$ cat src/mgmt_params.svh
/*
   Constants for the PHY management poller: register byte addresses, field positions,
   reset values, frame layout and management clock timing.
   Assumes a 250 MHz core clock and 32-bit APB data.
*/
`ifndef MGMT_PARAMS_SVH
`define MGMT_PARAMS_SVH

// register byte addresses
`define ADDR_VERSION            32'h01c83800
`define ADDR_CONTROL            32'h01c83804
`define ADDR_PHY_ALIVE_MAP      32'h01c83808
`define ADDR_PHY_LINK_MAP       32'h01c8380c
`define ADDR_LINK_IRQ_RAW       32'h01c83810
`define ADDR_LINK_IRQ_MASKED    32'h01c83814
`define ADDR_CMD_DONE_IRQ_RAW   32'h01c83818
`define ADDR_CMD_DONE_IRQ_MASKED 32'h01c8381c
`define ADDR_CMD_DONE_MASK_SET  32'h01c83820
`define ADDR_CMD_DONE_MASK_CLR  32'h01c83824
`define ADDR_ACCESS_CMD_FIRST   32'h01c83828
`define ADDR_ACCESS_CMD_SECOND  32'h01c8382c
`define ADDR_PHY_SELECT_FIRST   32'h01c83830
`define ADDR_PHY_SELECT_SECOND  32'h01c83834

// field positions
`define CTRL_IDLE_BIT           31
`define CTRL_ENABLE_BIT         30
`define IRQ_FIRST_MAC_BIT       0
`define CMD_GO_BIT              31
`define CMD_WRITE_BIT           30
`define CMD_ACK_BIT             29
`define CMD_REG_LSB             21
`define CMD_PHY_LSB             16
`define SEL_LINK_INT_BIT        6
`define SEL_PHY_LSB             0

// reset values
`define CLKDIV_RESET            16'h0031
`define POLL_EN_RESET           1'b1
`define VERSION_RESET           32'h00010001

// frame layout, bit 0 is the first preamble bit
`define FRAME_PREAMBLE          32'hffffffff
`define FRAME_START             2'b01
`define FRAME_OP_READ           2'b10
`define FRAME_OP_WRITE          2'b01
`define FRAME_TA_WRITE          2'b10
`define FRAME_IDLE_DATA         16'hffff
`define FRAME_RELEASE_BIT       6'd46
`define FRAME_ACK_BIT           6'd47
`define FRAME_DATA_FIRST_BIT    6'd48
`define FRAME_LAST_BIT          6'd63
`define POLL_REG_ADDR           5'h01
`define LINK_STATUS_BIT         2

// management clock timing
`define CORE_CLK_PERIOD_NS      4
`define MGMT_CLK_MIN_HALF_NS    180
`define MGMT_CLK_MIN_HALF_CYC   ((`MGMT_CLK_MIN_HALF_NS + `CORE_CLK_PERIOD_NS - 1) / `CORE_CLK_PERIOD_NS)

`endif

$ cat src/dummy_end_marker_never_used.sv
`timescale 1ns/1ns
`default_nettype none
`default_nettype wire

$ cat src/mgmt_pkg.sv
/*
   Types for the PHY management poller: engine states, pin bundle and the whole
   module state as one packed struct.
   Assumes the constants of mgmt_params.svh.
*/
`default_nettype none
package mgmt_pkg;

   // frame engine states
   typedef enum logic [1:0] {
      ENG_IDLE,
      ENG_FRAME
   } eng_state_t;

   // management bus pins
   typedef struct packed {
      logic mgmt_clock_pin;
      logic data_out;
      logic data_oe;
   } mgmt_pins_t;

   // all state of the poller
   typedef struct packed {
      eng_state_t  st;
      logic [63:0] shift;
      logic [5:0]  bit_cnt;
      logic [16:0] div_cnt;
      logic [15:0] rdata;
      logic        ack;
      logic        user_frame;
      logic        is_write;
      logic [4:0]  poll_addr;
      mgmt_pins_t  pins;
      logic        din_s1;
      logic        din_s2;
      logic [15:0] clkdiv;
      logic        poll_en;
      logic [31:0] alive;
      logic [31:0] link;
      logic        link_raw;
      logic        cmd_raw;
      logic        cmd_mask;
      logic        ucmd_go;
      logic        ucmd_write;
      logic        ucmd_ack;
      logic [4:0]  ucmd_reg;
      logic [4:0]  ucmd_phy;
      logic [15:0] ucmd_data;
      logic [4:0]  sel_phy;
      logic        sel_link_int;
      logic [31:0] prdata;
      logic        pslverr;
      logic        link_irq;
      logic        cmd_irq;
   } poller_state_t;

endpackage
`default_nettype wire

$ cat src/phy_management_poller.sv
/*
   PHY management poller: APB register file, background poll of all PHY addresses,
   one software access at a time, and the serial management frame engine.
   Assumes an APB master on core_clk, PHYs on a shared clock plus open data wire,
   and a testbench that resolves the data wire from data_oe.
*/
// The APB interface to the registers was chosen for this implementation.
// Overview of operation
// - poll addresses 0 to 31 in turn forever while polling is enabled
// - read and write PHY registers with serial management frames on clock and data
// - keep a per-address alive map and a per-address link map
// - link change of the selected PHY sets a raw flag, masked view also offered
// - software access completion sets raw flag; masked view, mask set and clear
// - only first access and select registers work; second ones read zero
`timescale 1ns/1ns
`default_nettype none
`include "mgmt_params.svh"

module phy_management_poller
   import mgmt_pkg::*;
#(
   parameter logic [31:0] VERSION_ID = `VERSION_RESET  // arbitrary value
)
(
   // clock and reset
   input  wire logic        core_clk,
   input  wire logic        reset,
   // apb slave
   input  wire logic        psel,
   input  wire logic        penable,
   input  wire logic        pwrite,
   input  wire logic [31:0] paddr,
   input  wire logic [31:0] pwdata,
   output logic             pready,
   output logic [31:0]      prdata,
   output logic             pslverr,
   // management bus
   output mgmt_pins_t       mgmt_pins,
   input  wire logic        mgmt_data_in,
   // event levels
   output logic             link_change_irq,
   output logic             cmd_done_irq
);

   localparam logic [16:0] MIN_HALF = 17'(`MGMT_CLK_MIN_HALF_CYC);

   localparam poller_state_t STATE_RESET = '{
      st:      ENG_IDLE,
      clkdiv:  `CLKDIV_RESET,
      poll_en: `POLL_EN_RESET,
      default: '0
   };

   poller_state_t s_reg;
   poller_state_t s_next;

   // build one 64-bit frame, first bit in the top position
   function automatic logic [63:0] build_frame(
      input logic        wr,
      input logic [4:0]  phy,
      input logic [4:0]  regad,
      input logic [15:0] data
   );
      build_frame = {`FRAME_PREAMBLE, `FRAME_START,
                     wr ? `FRAME_OP_WRITE : `FRAME_OP_READ,
                     phy, regad,
                     wr ? `FRAME_TA_WRITE : 2'b11,
                     wr ? data : `FRAME_IDLE_DATA};
   endfunction

   // register read mux
   function automatic logic [32:0] read_reg(
      input poller_state_t s,
      input logic [31:0]   addr
   );
      logic [31:0] d;
      logic        hit;
      d   = '0;
      hit = 1'b1;
      case (addr)
         `ADDR_VERSION:
            d = VERSION_ID;
         `ADDR_CONTROL:
         begin
            d[15:0]             = s.clkdiv;
            d[`CTRL_ENABLE_BIT] = s.poll_en;
            d[`CTRL_IDLE_BIT]   = (s.st == ENG_IDLE);
         end
         `ADDR_PHY_ALIVE_MAP:
            d = s.alive;
         `ADDR_PHY_LINK_MAP:
            d = s.link;
         `ADDR_LINK_IRQ_RAW:
            d[`IRQ_FIRST_MAC_BIT] = s.link_raw;
         `ADDR_LINK_IRQ_MASKED:
            d[`IRQ_FIRST_MAC_BIT] = s.link_raw & s.sel_link_int;
         `ADDR_CMD_DONE_IRQ_RAW:
            d[`IRQ_FIRST_MAC_BIT] = s.cmd_raw;
         `ADDR_CMD_DONE_IRQ_MASKED:
            d[`IRQ_FIRST_MAC_BIT] = s.cmd_raw & s.cmd_mask;
         `ADDR_CMD_DONE_MASK_SET,
         `ADDR_CMD_DONE_MASK_CLR:
            d[`IRQ_FIRST_MAC_BIT] = s.cmd_mask;
         `ADDR_ACCESS_CMD_FIRST:
         begin
            d[15:0]                         = s.ucmd_data;
            d[`CMD_PHY_LSB +: 5]            = s.ucmd_phy;
            d[`CMD_REG_LSB +: 5]            = s.ucmd_reg;
            d[`CMD_ACK_BIT]                 = s.ucmd_ack;
            d[`CMD_WRITE_BIT]               = s.ucmd_write;
            d[`CMD_GO_BIT]                  = s.ucmd_go;
         end
         `ADDR_PHY_SELECT_FIRST:
         begin
            d[`SEL_PHY_LSB +: 5]   = s.sel_phy;
            d[`SEL_LINK_INT_BIT]   = s.sel_link_int;
         end
         `ADDR_ACCESS_CMD_SECOND,
         `ADDR_PHY_SELECT_SECOND:
            d = '0;
         default:
            hit = 1'b0;
      endcase
      read_reg = {hit, d};
   endfunction

   logic [16:0] half_cyc;
   logic        half_tick;
   logic [32:0] rd;
   logic        setup_ph;
   logic        write_ph;
   logic [5:0]  bit_nx;
   logic        link_new;

   // next state
   always_comb
   begin
      s_next    = s_reg;
      half_cyc  = 17'(s_reg.clkdiv) + 17'd1;
      bit_nx    = s_reg.bit_cnt + 6'd1;
      link_new  = 1'b0;
      rd        = read_reg(s_reg, paddr);
      setup_ph  = psel & ~penable;
      write_ph  = psel & penable & pwrite;

      // half period from the divider, never below the pin minimum
      if (half_cyc < MIN_HALF)
      begin
         half_cyc = MIN_HALF;
      end
      half_tick = (s_reg.div_cnt + 17'd1 >= half_cyc);

      // data input synchroniser
      s_next.din_s1 = mgmt_data_in;
      s_next.din_s2 = s_reg.din_s1;

      // event levels
      s_next.link_irq = s_reg.link_raw & s_reg.sel_link_int;
      s_next.cmd_irq  = s_reg.cmd_raw & s_reg.cmd_mask;

      // apb read data caught in the setup cycle
      if (setup_ph)
      begin
         s_next.prdata  = pwrite ? 32'h0 : rd[31:0];
         s_next.pslverr = ~rd[32];
      end

      // apb writes take effect at the end of the access cycle
      if (write_ph)
      begin
         case (paddr)
            `ADDR_CONTROL:
            begin
               s_next.clkdiv  = pwdata[15:0];
               s_next.poll_en = pwdata[`CTRL_ENABLE_BIT];
            end
            `ADDR_PHY_ALIVE_MAP:
               s_next.alive = s_reg.alive & ~pwdata;
            `ADDR_LINK_IRQ_RAW,
            `ADDR_LINK_IRQ_MASKED:
            begin
               if (pwdata[`IRQ_FIRST_MAC_BIT])
               begin
                  s_next.link_raw = 1'b0;
               end
            end
            `ADDR_CMD_DONE_IRQ_RAW,
            `ADDR_CMD_DONE_IRQ_MASKED:
            begin
               if (pwdata[`IRQ_FIRST_MAC_BIT])
               begin
                  s_next.cmd_raw = 1'b0;
               end
            end
            `ADDR_CMD_DONE_MASK_SET:
            begin
               if (pwdata[`IRQ_FIRST_MAC_BIT])
               begin
                  s_next.cmd_mask = 1'b1;
               end
            end
            `ADDR_CMD_DONE_MASK_CLR:
            begin
               if (pwdata[`IRQ_FIRST_MAC_BIT])
               begin
                  s_next.cmd_mask = 1'b0;
               end
            end
            `ADDR_ACCESS_CMD_FIRST:
            begin
               // ignored while an access is still pending
               if (!s_reg.ucmd_go)
               begin
                  s_next.ucmd_data  = pwdata[15:0];
                  s_next.ucmd_phy   = pwdata[`CMD_PHY_LSB +: 5];
                  s_next.ucmd_reg   = pwdata[`CMD_REG_LSB +: 5];
                  s_next.ucmd_write = pwdata[`CMD_WRITE_BIT];
                  s_next.ucmd_go    = pwdata[`CMD_GO_BIT];
                  if (pwdata[`CMD_GO_BIT])
                  begin
                     s_next.ucmd_ack = 1'b0;
                  end
               end
            end
            `ADDR_PHY_SELECT_FIRST:
            begin
               s_next.sel_phy      = pwdata[`SEL_PHY_LSB +: 5];
               s_next.sel_link_int = pwdata[`SEL_LINK_INT_BIT];
            end
            default:
               s_next.pslverr = s_reg.pslverr;
         endcase
      end

      // frame engine; its flag sets come after the clears so a set wins
      case (s_reg.st)
         ENG_IDLE:
         begin
            s_next.pins.mgmt_clock_pin = 1'b0;
            s_next.pins.data_oe        = 1'b0;
            s_next.div_cnt             = '0;
            s_next.bit_cnt             = '0;
            s_next.ack                 = 1'b0;
            s_next.rdata               = '0;
            if (s_reg.ucmd_go)
            begin
               // software access goes ahead of the poll
               s_next.shift      = build_frame(s_reg.ucmd_write, s_reg.ucmd_phy,
                                               s_reg.ucmd_reg, s_reg.ucmd_data);
               s_next.is_write   = s_reg.ucmd_write;
               s_next.user_frame = 1'b1;
               s_next.st         = ENG_FRAME;
            end
            else if (s_reg.poll_en)
            begin
               s_next.shift      = build_frame(1'b0, s_reg.poll_addr,
                                               `POLL_REG_ADDR, 16'h0000);
               s_next.is_write   = 1'b0;
               s_next.user_frame = 1'b0;
               s_next.st         = ENG_FRAME;
            end
            s_next.pins.data_out = (s_next.st == ENG_FRAME) ? s_next.shift[63] : 1'b1;
            s_next.pins.data_oe  = (s_next.st == ENG_FRAME);
         end
         ENG_FRAME:
         begin
            if (!half_tick)
            begin
               s_next.div_cnt = s_reg.div_cnt + 17'd1;
            end
            else
            begin
               s_next.div_cnt = '0;
               if (!s_reg.pins.mgmt_clock_pin)
               begin
                  // rising edge: PHY input sampled
                  s_next.pins.mgmt_clock_pin = 1'b1;
                  if (s_reg.bit_cnt == `FRAME_ACK_BIT)
                  begin
                     s_next.ack = ~s_reg.din_s2;
                  end
                  if (s_reg.bit_cnt >= `FRAME_DATA_FIRST_BIT)
                  begin
                     s_next.rdata = {s_reg.rdata[14:0], s_reg.din_s2};
                  end
               end
               else
               begin
                  // falling edge: next bit driven or frame ended
                  s_next.pins.mgmt_clock_pin = 1'b0;
                  if (s_reg.bit_cnt == `FRAME_LAST_BIT)
                  begin
                     s_next.st           = ENG_IDLE;
                     s_next.pins.data_oe = 1'b0;
                     if (s_reg.user_frame)
                     begin
                        s_next.ucmd_go  = 1'b0;
                        s_next.ucmd_ack = s_reg.ack;
                        s_next.cmd_raw  = 1'b1;
                        if (!s_reg.is_write)
                        begin
                           s_next.ucmd_data = s_reg.rdata;
                        end
                     end
                     else
                     begin
                        link_new = s_reg.ack & s_reg.rdata[`LINK_STATUS_BIT];
                        s_next.alive[s_reg.poll_addr] = s_reg.ack;
                        s_next.link[s_reg.poll_addr]  = link_new;
                        if ((link_new != s_reg.link[s_reg.poll_addr]) &&
                            (s_reg.poll_addr == s_reg.sel_phy))
                        begin
                           s_next.link_raw = 1'b1;
                        end
                        s_next.poll_addr = s_reg.poll_addr + 5'd1;
                     end
                  end
                  else
                  begin
                     s_next.bit_cnt       = bit_nx;
                     s_next.shift         = {s_reg.shift[62:0], 1'b1};
                     s_next.pins.data_out = s_reg.shift[62];
                     s_next.pins.data_oe  = s_reg.is_write | (bit_nx < `FRAME_RELEASE_BIT);
                  end
               end
            end
         end
         default:
            s_next.st = ENG_IDLE;
      endcase
   end

   // state register
   always_ff @(posedge core_clk or posedge reset)
   begin
      if (reset)
      begin
         s_reg <= STATE_RESET;
      end
      else
      begin
         s_reg <= s_next;
      end
   end

   // outputs
   assign pready          = psel & penable; // zero wait states
   assign prdata          = s_reg.prdata;
   assign pslverr         = s_reg.pslverr;
   assign mgmt_pins       = s_reg.pins;
   assign link_change_irq = s_reg.link_irq;
   assign cmd_done_irq    = s_reg.cmd_irq;

endmodule
`default_nettype wire

$ cat config.mk
export PLATFORM = sky130hd
export DESIGN_NAME = phy_management_poller
export DESIGN_NICKNAME = d
export VERILOG_FILES = /design/src/dummy_end_marker_never_used.sv /design/src/mgmt_pkg.sv /design/src/phy_management_poller.sv
export VERILOG_INCLUDE_DIRS = /design/src
export SDC_FILE = /design/constraint.sdc
export NUM_CORES = 1
export LEC_CHECK = 0
export BUFFER_PORTS_ARGS = -buffer_cell sky130_fd_sc_hd__buf_2
export CAP_MARGIN = 20
export CELL_PAD_IN_SITES_DETAIL_PLACEMENT = 1
export CELL_PAD_IN_SITES_GLOBAL_PLACEMENT = 2
export CORE_MARGIN = 2
export CORE_UTILIZATION = 40
export CTS_CLUSTER_SIZE = 14
export DETAILED_ROUTE_END_ITERATION = 7
export GPL_TIMING_DRIVEN = 0
export PLACE_DENSITY_LB_ADDON = 0.25
export SETUP_SLACK_MARGIN = 0.2
export SLEW_MARGIN = 30
export SYNTH_ARGS = -nofsm -noshare
export SYNTH_HDL_FRONTEND = slang
export SYNTH_SLANG_ARGS = --single-unit
$ cat constraint.sdc
create_clock -name core_clk -period 8.59 [get_ports core_clk]
set_input_delay 0.4295 -clock core_clk [delete_from_list [all_inputs] [get_ports core_clk]]
set_output_delay 0.4295 -clock core_clk [all_outputs]
set_load 0.1 [all_outputs]
; Word level (Yosys, flattened, before mapping)
; Index checks and enable logic that the tools add are counted.
; Widths: inputs -> output; s select.
[totals]
reg_bits = 272
output_inout_bits = 39
word_cells = 197
[classes]
bitwise = 14
n_reduce_logical = 24
n_eq_ne = 31
muxes = 84
n_lt_le_gt_ge = 6
n_addsub = 4
[op_table]
columns = op, n
row1 = $mux 66, 7
row2 = $eq 32x25->1 const B, 14
row3 = $pmux 104 s2, 1
row4 = $mux 72, 2
row5 = $mux 16, 8
row6 = $mux 32, 3
row7 = $mux 70, 1
row8 = $mux 17, 4
row9 = $mux 65, 1
row10 = $bwmux 32, 2
row11 = $mux 29, 2
row12 = $pmux 10 s4, 1
row13 = $mux 38, 1
row14 = $pmux 9 s4, 1
row15 = $and 32x32->32, 1
row16 = $not 32->32, 1
row17 = $mux 1, 31
row18 = $ne 2x2->1 const B, 10
row19 = $pmux 4 s5, 1
row20 = $add 16x1->17 const B, 1
row21 = $add 17x1->17 const B, 1
row22 = $ge 17x17->1, 1
row23 = $lt 17x6->1 const B, 1
row24 = $reduce_and 4->1, 4
row25 = 36 further kinds, 63

; Longest topological paths before layout
; Gate-level depths: netlist (run 1).
[logic_depth]
ltp_word = 10
mapped_depth = 20
mapped_depth_nobuf = 16

; Worst setup path before layout (run 1)
; No wires, ideal clock.
[synth_path]
path_type = register to register
startpoint = register s_reg[138] (netlist bit)
endpoint = register (tool-made name)
setup_time_ns = 0.125
t_required_ns = 8.465
path_buffers = 2
arrival_time_ns = 4.652
setup_slack_ns = 3.813
stages_incl_launch_ff = 19
path_cell_list = dfstp_2 -> ha_1 -> nand4_1 -> or2_2 -> mux2_2 -> nor4_1 -> a41oi_1 -> or4_1 -> nor2b_1 -> ha_1 -> nand4_1 -> nor4_1 -> nor3_1 -> o21a_1 -> buf_2 -> a2111oi_4 -> clkbuf_1 -> and3_1 -> mux2_2
[synth_rtl]
columns = element, line_no
row1 = "start, declared", phy_management_poller.sv:54  ; poller_state_t s_reg;
row2 = "start signal, assigned", phy_management_poller.sv:342  ; s_reg <= s_next;

==> metrics.yaml, run 1 <==
max-cap-violations: 0
fp.dieArea_um2: 37420
powerDensity_nw_per_um2: 163.4
wirelength_mm: 45.78
crit_path_top_delay_cell: "a2111oi_4"
worstPathArrival_ps: 6530
io_pins: 109
cts_buffers: 31
place_congestion: 0.8941
cts_buffer_depth: 3
dp_hpwl_mm: 33.98
num_vias: 11692
die_h_um: 193.5
synth-edff-count: 0
h-tree-depth: 1
ys.flop_type: "dfrtp_1"
drive_above_1_share: 0.2246
cts_root_buffer: "clkbuf_16"
clock.fmax_mhz: 164.3
timing.rr.start: "s_reg[138]"
yosys.area.top_type: "dfrtp_1"
relSlewSlack: 0.3467
yosys.area.top_type_share: 0.4654
place_inst: 1988
end_kind: "flip-flop"
die_w_um: 193.5
synth.most_common_cell: "dfrtp_1"
synthCells: 1417
worstMarginPinSlew_ps: 974.1
drc_errors: 0
path_class: "reg2reg"
initial_core_util: 0.4046
synthToLayoutAreaGrowth_pct: 15.76
rsz0062_at_grt: "false"
final.min_clock_period_ps: 6086
synth.avg_cell_area_um2: 10.13
dr.pass1.iters: 6
worstSetupStartpoint: "s_reg[138]"
grt_start_max_net_pins: 75
insertion_delay_ps: 570
ant_nets: 0
synth.cell_area_um2: 14360
grt_pass1_vias: 12145
grt_usage: 0.2437
final_core_util: 0.4684
nNetsFinal: 1656
synth.distinct_cells: 69
clk_pin_slew_ps: 60
grt_pass1_wl_mm: 72.26
status: "finished clean"
syn_nets: 1511
synth_area_leaders: "dfrtp_1 47%, mux2_2 9.4%, nand2_1 4.6%"
ys_warn_count: 0
cp_slowest_stage_delay_ps: 750
cts_setup_buffers: 0
ir_drop_uv: 157.1
core_area_um2: 35480
hold_violations: 0
fin_ws_ps: 2504
yosys-top-cells-count: "267 x dfrtp_1, 176 x nand2_1, 120 x mux2_2, 120 x o21ai_0, 80 x clkbuf_1"
port_buffers: 107
dp_slack_ps: 2574
cts_tree: "done"
antenna_found_initial: 0
hp-class: "in2reg"
first_iter_violations: 810
crit_path_max_fanout: 10
cts.sinks: 271
cp.required_ps: 9040
detail_route.wl_per_cell_um: 22.38
path_cells: "ha_1 > nand4_1 > or2_2 > mux2_2 > nor4_1 > a41oi_1 > or4_1 > and2_1 > ha_1 > nand3_1 > o21bai_1 > a31oi_1 > o31ai_2 > a2111oi_4 > clkbuf_1 > and3_1 > mux2_2"
final_cells: 2046
worst_clock_skew_ps: 13.36
ctsResizeCount: 0
ys_ff_latch: 271
diodes: 0
fp-row-count: 69
report.final.slew_viol_count: 0
setup_viol: 0
hp-start: "pwdata[25]"
startpoint_type: "flip-flop"
ys_seq_area_frac: 0.4727
finalCritPeriodShare: 0.7085
grt_overflow_total: 0
leakage_nw: 7.778
via_per_inst: 5.715
async_flop_share: 1.000
-- timing repair --
action,in CTS,in global routing
endpoints found under the hold margin,73,0
setup endpoints to repair,0,0
hold buffers,2,0
-- placed cells by master, fill, tap and decap left out, types with 9 or more instances in the layout --
cell type  instances
dfrtp_1          267
nand2_1          176
o21ai_0          120
mux2_2           120
buf_2            115
clkbuf_1          82
nor2_1            59
nand3_1           58
a21oi_1           44
and3_1            40
buf_4             38
mux2i_1           37
clkbuf_16         31
a21boi_1          30
a22o_1            26
xnor2_1           25
ha_1              24
a2bb2oi_1         18
nor3_1            17
inv_1             14
xor2_1            14
nand4_1           12
a22oi_1           12
a222oi_1          12
clkbuf_8          11
nor4_1            10
nor2b_1            9
a31oi_1            9
o211ai_1           9
nand2b_1           9
and2_1             9
-- worst max-delay path, delay by kind of cell, from the launching register on --
kind	cells	cell delay [ps]
AND/OR/NAND/NOR	7	2010
adder cells (fa/ha/maj)	2	610
AO/OA/AOI/OAI	5	1630
multiplexers	2	630
flip-flops	1	640
buffers and inverters	1	450
-- logic make-up (layout without fill, tap and decap cells) --
kind of cell / Yosys count / count (layout) / synth area share
and+or+nand+nor: 431 / 431 / 0.1456
muxes: 162 / 162 / 0.1278
other: 1 / 1 / 0.0002612
xor gates and xnor gates: 39 / 39 / 0.02379
AOI/OAI and AO/OA: 341 / 341 / 0.1591
buffers and inverters: 147 / 315 / 0.04915
adders and majority gates: 25 / 25 / 0.02161
DFF: 271 / 271 / 0.4727
-- final timing paths --
kind | to | slack, ps | cells after the start
worst max-delay path | s_reg[120] | 2500 | 17
worst min-delay path | s_reg[66] | 120 | 2
worst max register to register | s_reg[120] | 2500 | 17
worst min register to register | s_reg[154] | 350 | 0
max in group asynchronous | s_reg[138] | 6940 | 5
min in group asynchronous | s_reg[242] | 500 | 3
-- routing by layer --
metal  wire length (um)  global-route usage
met5                  0                   0
met1              21790              0.3580
met2              20990              0.3901
met4                989             0.05146
met3               2007             0.02563
-- per-stage QoR --
stage / total power [mW] / TNS [ps] / area (um^2) / hold slack (ps)
2_1_floorplan: 1.350 / 0 / 14360 / 331.2
3_3_place_gp: 1.397 / -748860 / 15470 / 337.0
3_5_place_dp: 1.403 / 0 / 15570 / 337.8
4_1_cts: 2.746 / 0 / 16620 / 89.99
5_1_grt: 2.802 / 0 / 16620 / 110.7
6_report: 2.716 / 0 / 16620 / 116.5
-- where the power goes --
group,internal [mW],switching [mW]
registers,1.28,0.000580
clock network,0.782,0.555
logic,0.0271,0.0731
total,2.09,0.629
-- layout make-up --
type / count / area, um^2
buffer: 132 / 649.4
clock buffer: 44 / 934.6
clock inverter: 12 / 97.59
fill: 4027 / 18860
inverter: 15 / 63.81
multi-input combinational: 999 / 6873
sequential: 271 / 6787
tap: 461 / 576.8
timing repair buffer: 112 / 638.1
(Power assumes the default switching activity.)
==> inputs of run 2 (changes only) <==
- ABC_AREA: unset -> 1
- CORE_UTILIZATION: 40 -> 35
- clock period: 8.59 -> 6 ns (I/O delays scaled with it)
==> metrics.yaml, run 2 <==
async_flop_share: 1.000  # unchanged
port_buffers: 108  # +0.93%
io_pins: 109  # unchanged
startpoint_type: "flip-flop"
synth.avg_cell_area_um2: 7.144  # -29%
drive_above_1_share: 0.1241  # -0.1005
ys.flop_type: "dfrtp_1"
finalCritPeriodShare: 0.7290  # +0.02048
worstPathArrival_ps: 4830  # -1700 ps
core_area_um2: 44410  # +25%
grt_pass1_vias: 15968  # +31%
yosys.area.top_type_share: 0.4224  # -0.04296
cp_slowest_stage_delay_ps: 650  # -100 ps
fin_setup_tns_ps: 0  # unchanged
synth.most_common_cell: "nand2_1"
final_cell_area_um2: 18630  # +12%
rsz0062_at_grt: "false"
crit_path_top_delay_cell: "dfstp_2"
syn_nets: 2308  # +53%
hold_violations: 0  # unchanged
clk_pin_slew_ps: 60  # about the same
final.min_clock_period_ps: 4374  # -1712 ps
worstMarginPinSlew_ps: 967.4  # -6.694 ps
die_h_um: 216.6  # +12%
powerDensity_nw_per_um2: 229.3  # +40%
grt_start_max_net_pins: 29  # -61%
leakage_nw: 9.428  # +21%
cts_root_buffer: "clkbuf_16"
fp.dieArea_um2: 46910  # +25%
ir_drop_uv: 132.0  # -16%
initial_core_util: 0.3561  # -0.04849
synth-edff-count: 0  # unchanged
hp-class: "in2reg"
detail_route.wl_per_cell_um: 19.08  # -15%
drc_errors: 0  # unchanged
cts.sinks: 271  # unchanged
synth.distinct_cells: 50  # -28%
cp_common_cell: "nand2_1"
first_iter_violations: 870  # +7.4%
setup_viol: 0  # unchanged
report.final.slew_viol_count: 0  # unchanged
ant_nets: 0  # unchanged
h-tree-depth: 2  # +1
clock.fmax_mhz: 228.6  # +39%
num_vias: 15352  # +31%
synth.cell_area_um2: 15820  # +10%
yosys-top-cells-count: "753 x nand2_1, 267 x dfrtp_1, 245 x inv_1, 225 x o21ai_0, 131 x nor2_1"
ys_seq_area_frac: 0.4290  # -0.04363
grt_overflow_total: 0  # unchanged
postPlaceCellArea_um2: 17390  # +12%
diodes: 0  # unchanged
cp.buffers_inverters: 5  # +4
nNetsFinal: 2473  # +49%
status: "finished clean"
reg2reg_depth: 26  # +9
ys_warn_count: 0  # unchanged
holdPathStages: 3  # +1
cp.required_ps: 6460  # -2580 ps
relSlewSlack: 0.3502  # +0.003525
grt_pass1_wl_mm: 90.50  # +25%
dr.pass1.iters: 5  # -1
dp_hpwl_mm: 44.08  # +30%
insertion_delay_ps: 550  # -20 ps
synth_area_leaders: "dfrtp_1 42%, nand2_1 18%, o21ai_0 7.1%"
max-cap-violations: 0  # unchanged
die_w_um: 216.6  # +12%
synthCells: 2214  # +56%
final_common_cell: "nand2_1"
worst_clock_skew_ps: 8.130  # -5.233 ps
path_delay_family: "simple AND/OR/NAND/NOR gates"
crit_path_max_fanout: 10  # unchanged
ys_ff_latch: 271  # unchanged
cp.depth: 26  # +9
fp-row-count: 77  # +12%
end_kind: "flip-flop"
mostFrequentLayoutCells: "753 x nand2_1, 267 x dfrtp_1, 244 x inv_1"
grt_usage: 0.2476  # +0.003943
cts_buffers: 36  # +16%
path_class: "reg2reg"
antenna_found_initial: 0  # unchanged
ctsResizeCount: 0  # unchanged
synthToLayoutAreaGrowth_pct: 17.77
wirelength_mm: 57.12  # +25%
cts_tree: "done"
yosys.area.top_type: "dfrtp_1"
via_per_inst: 5.128  # -10%
place_congestion: 0.9095  # +1.7%
cts_buffer_depth: 3  # unchanged
==> run 2: worst reg2reg max path, delay by kind of cell (launching register included) <==
family,cells,cell delay (ps)
and+or+nand+nor,17,2070
AOI/OAI and AO/OA,2,280
adders and majority gates,2,510
DFF,1,650
buffers and inverters,5,770
==> run 2: cell families after synthesis <==
logic type	share of synthesized area
adders and majority gates	0.01898
muxes	0.0006328
buffers and inverters	0.1116
AOI/OAI and AO/OA	0.1164
and+or+nand+nor	0.3065
xor gates and xnor gates	0.01661
DFF	0.4290
other	0.0002371
==> run 2: per-stage QoR <==
step / cells / util / hold slack (ps) / power, mW / setup WS [ps]
final: 2994 / 0.4194 / 23.44 / 4.272 / 1626
after global routing: 2994 / 0.4194 / 13.99 / 4.427 / 1177
after CTS: 2994 / 0.4194 / 2.729 / 4.335 / 1545
after detailed placement: 2926 / 0.3916 / 266.1 / 2.143 / 1628
after global placement: 2914 / 0.3851 / 337.3 / 2.116 / 152.4
after floorplan: 2214 / - / 331.2 / 2.017 / 2122
==> run 2: layout make-up <==
class	count	area, um^2
fillers	5630	25780
multi-input cells	1543	7271
flip-flops and latches	271	6787
clock buffers	53	1066
inverters	261	985.9
repair buffers	127	895.9
plain buffers	139	783.3
well taps	592	740.7
clock inverters	8	100.1
==> run 2: timing repair <==
item                      4_1_cts  5_1_grt
hold endpoints to repair       75        0
buffers inserted                0        0
hold buffers                    7        0
==> run 2: path summary, 6_finish.rpt <==
| check | startpoint | end | slack, ps |
|---|---|---|---|
| hold / removal | pwdata[21] | s_reg[62] | 20 |
| hold reg to reg | s_next[154] | s_reg[154] | 360 |
| setup / recovery | s_reg[138] | s_reg[224] | 1630 |
| setup reg to reg | s_reg[138] | s_reg[224] | 1630 |
| min in group asynchronous | reset | s_reg[62] | 250 |
| max in group asynchronous | reset | prdata[11] | 4670 |
==> run 2: where the power goes <==
part | internal [mW] | leakage (nW) | switching (mW)
clock network | 1.31 | 0.572 | 0.851
registers | 1.83 | 3.59 | 0.00385
logic | 0.0733 | 5.26 | 0.197
total | 3.22 | 9.43 | 1.05
==> run 2: routing by layer <==
layer	GRT usage	wire length (um)	vias to the layer above
met3	0.02681	2334	88
li1	-	-	7388
met2	0.3991	26100	309
met4	0.08311	1718	0
met5	0	0	-
met1	0.3467	26960	7567
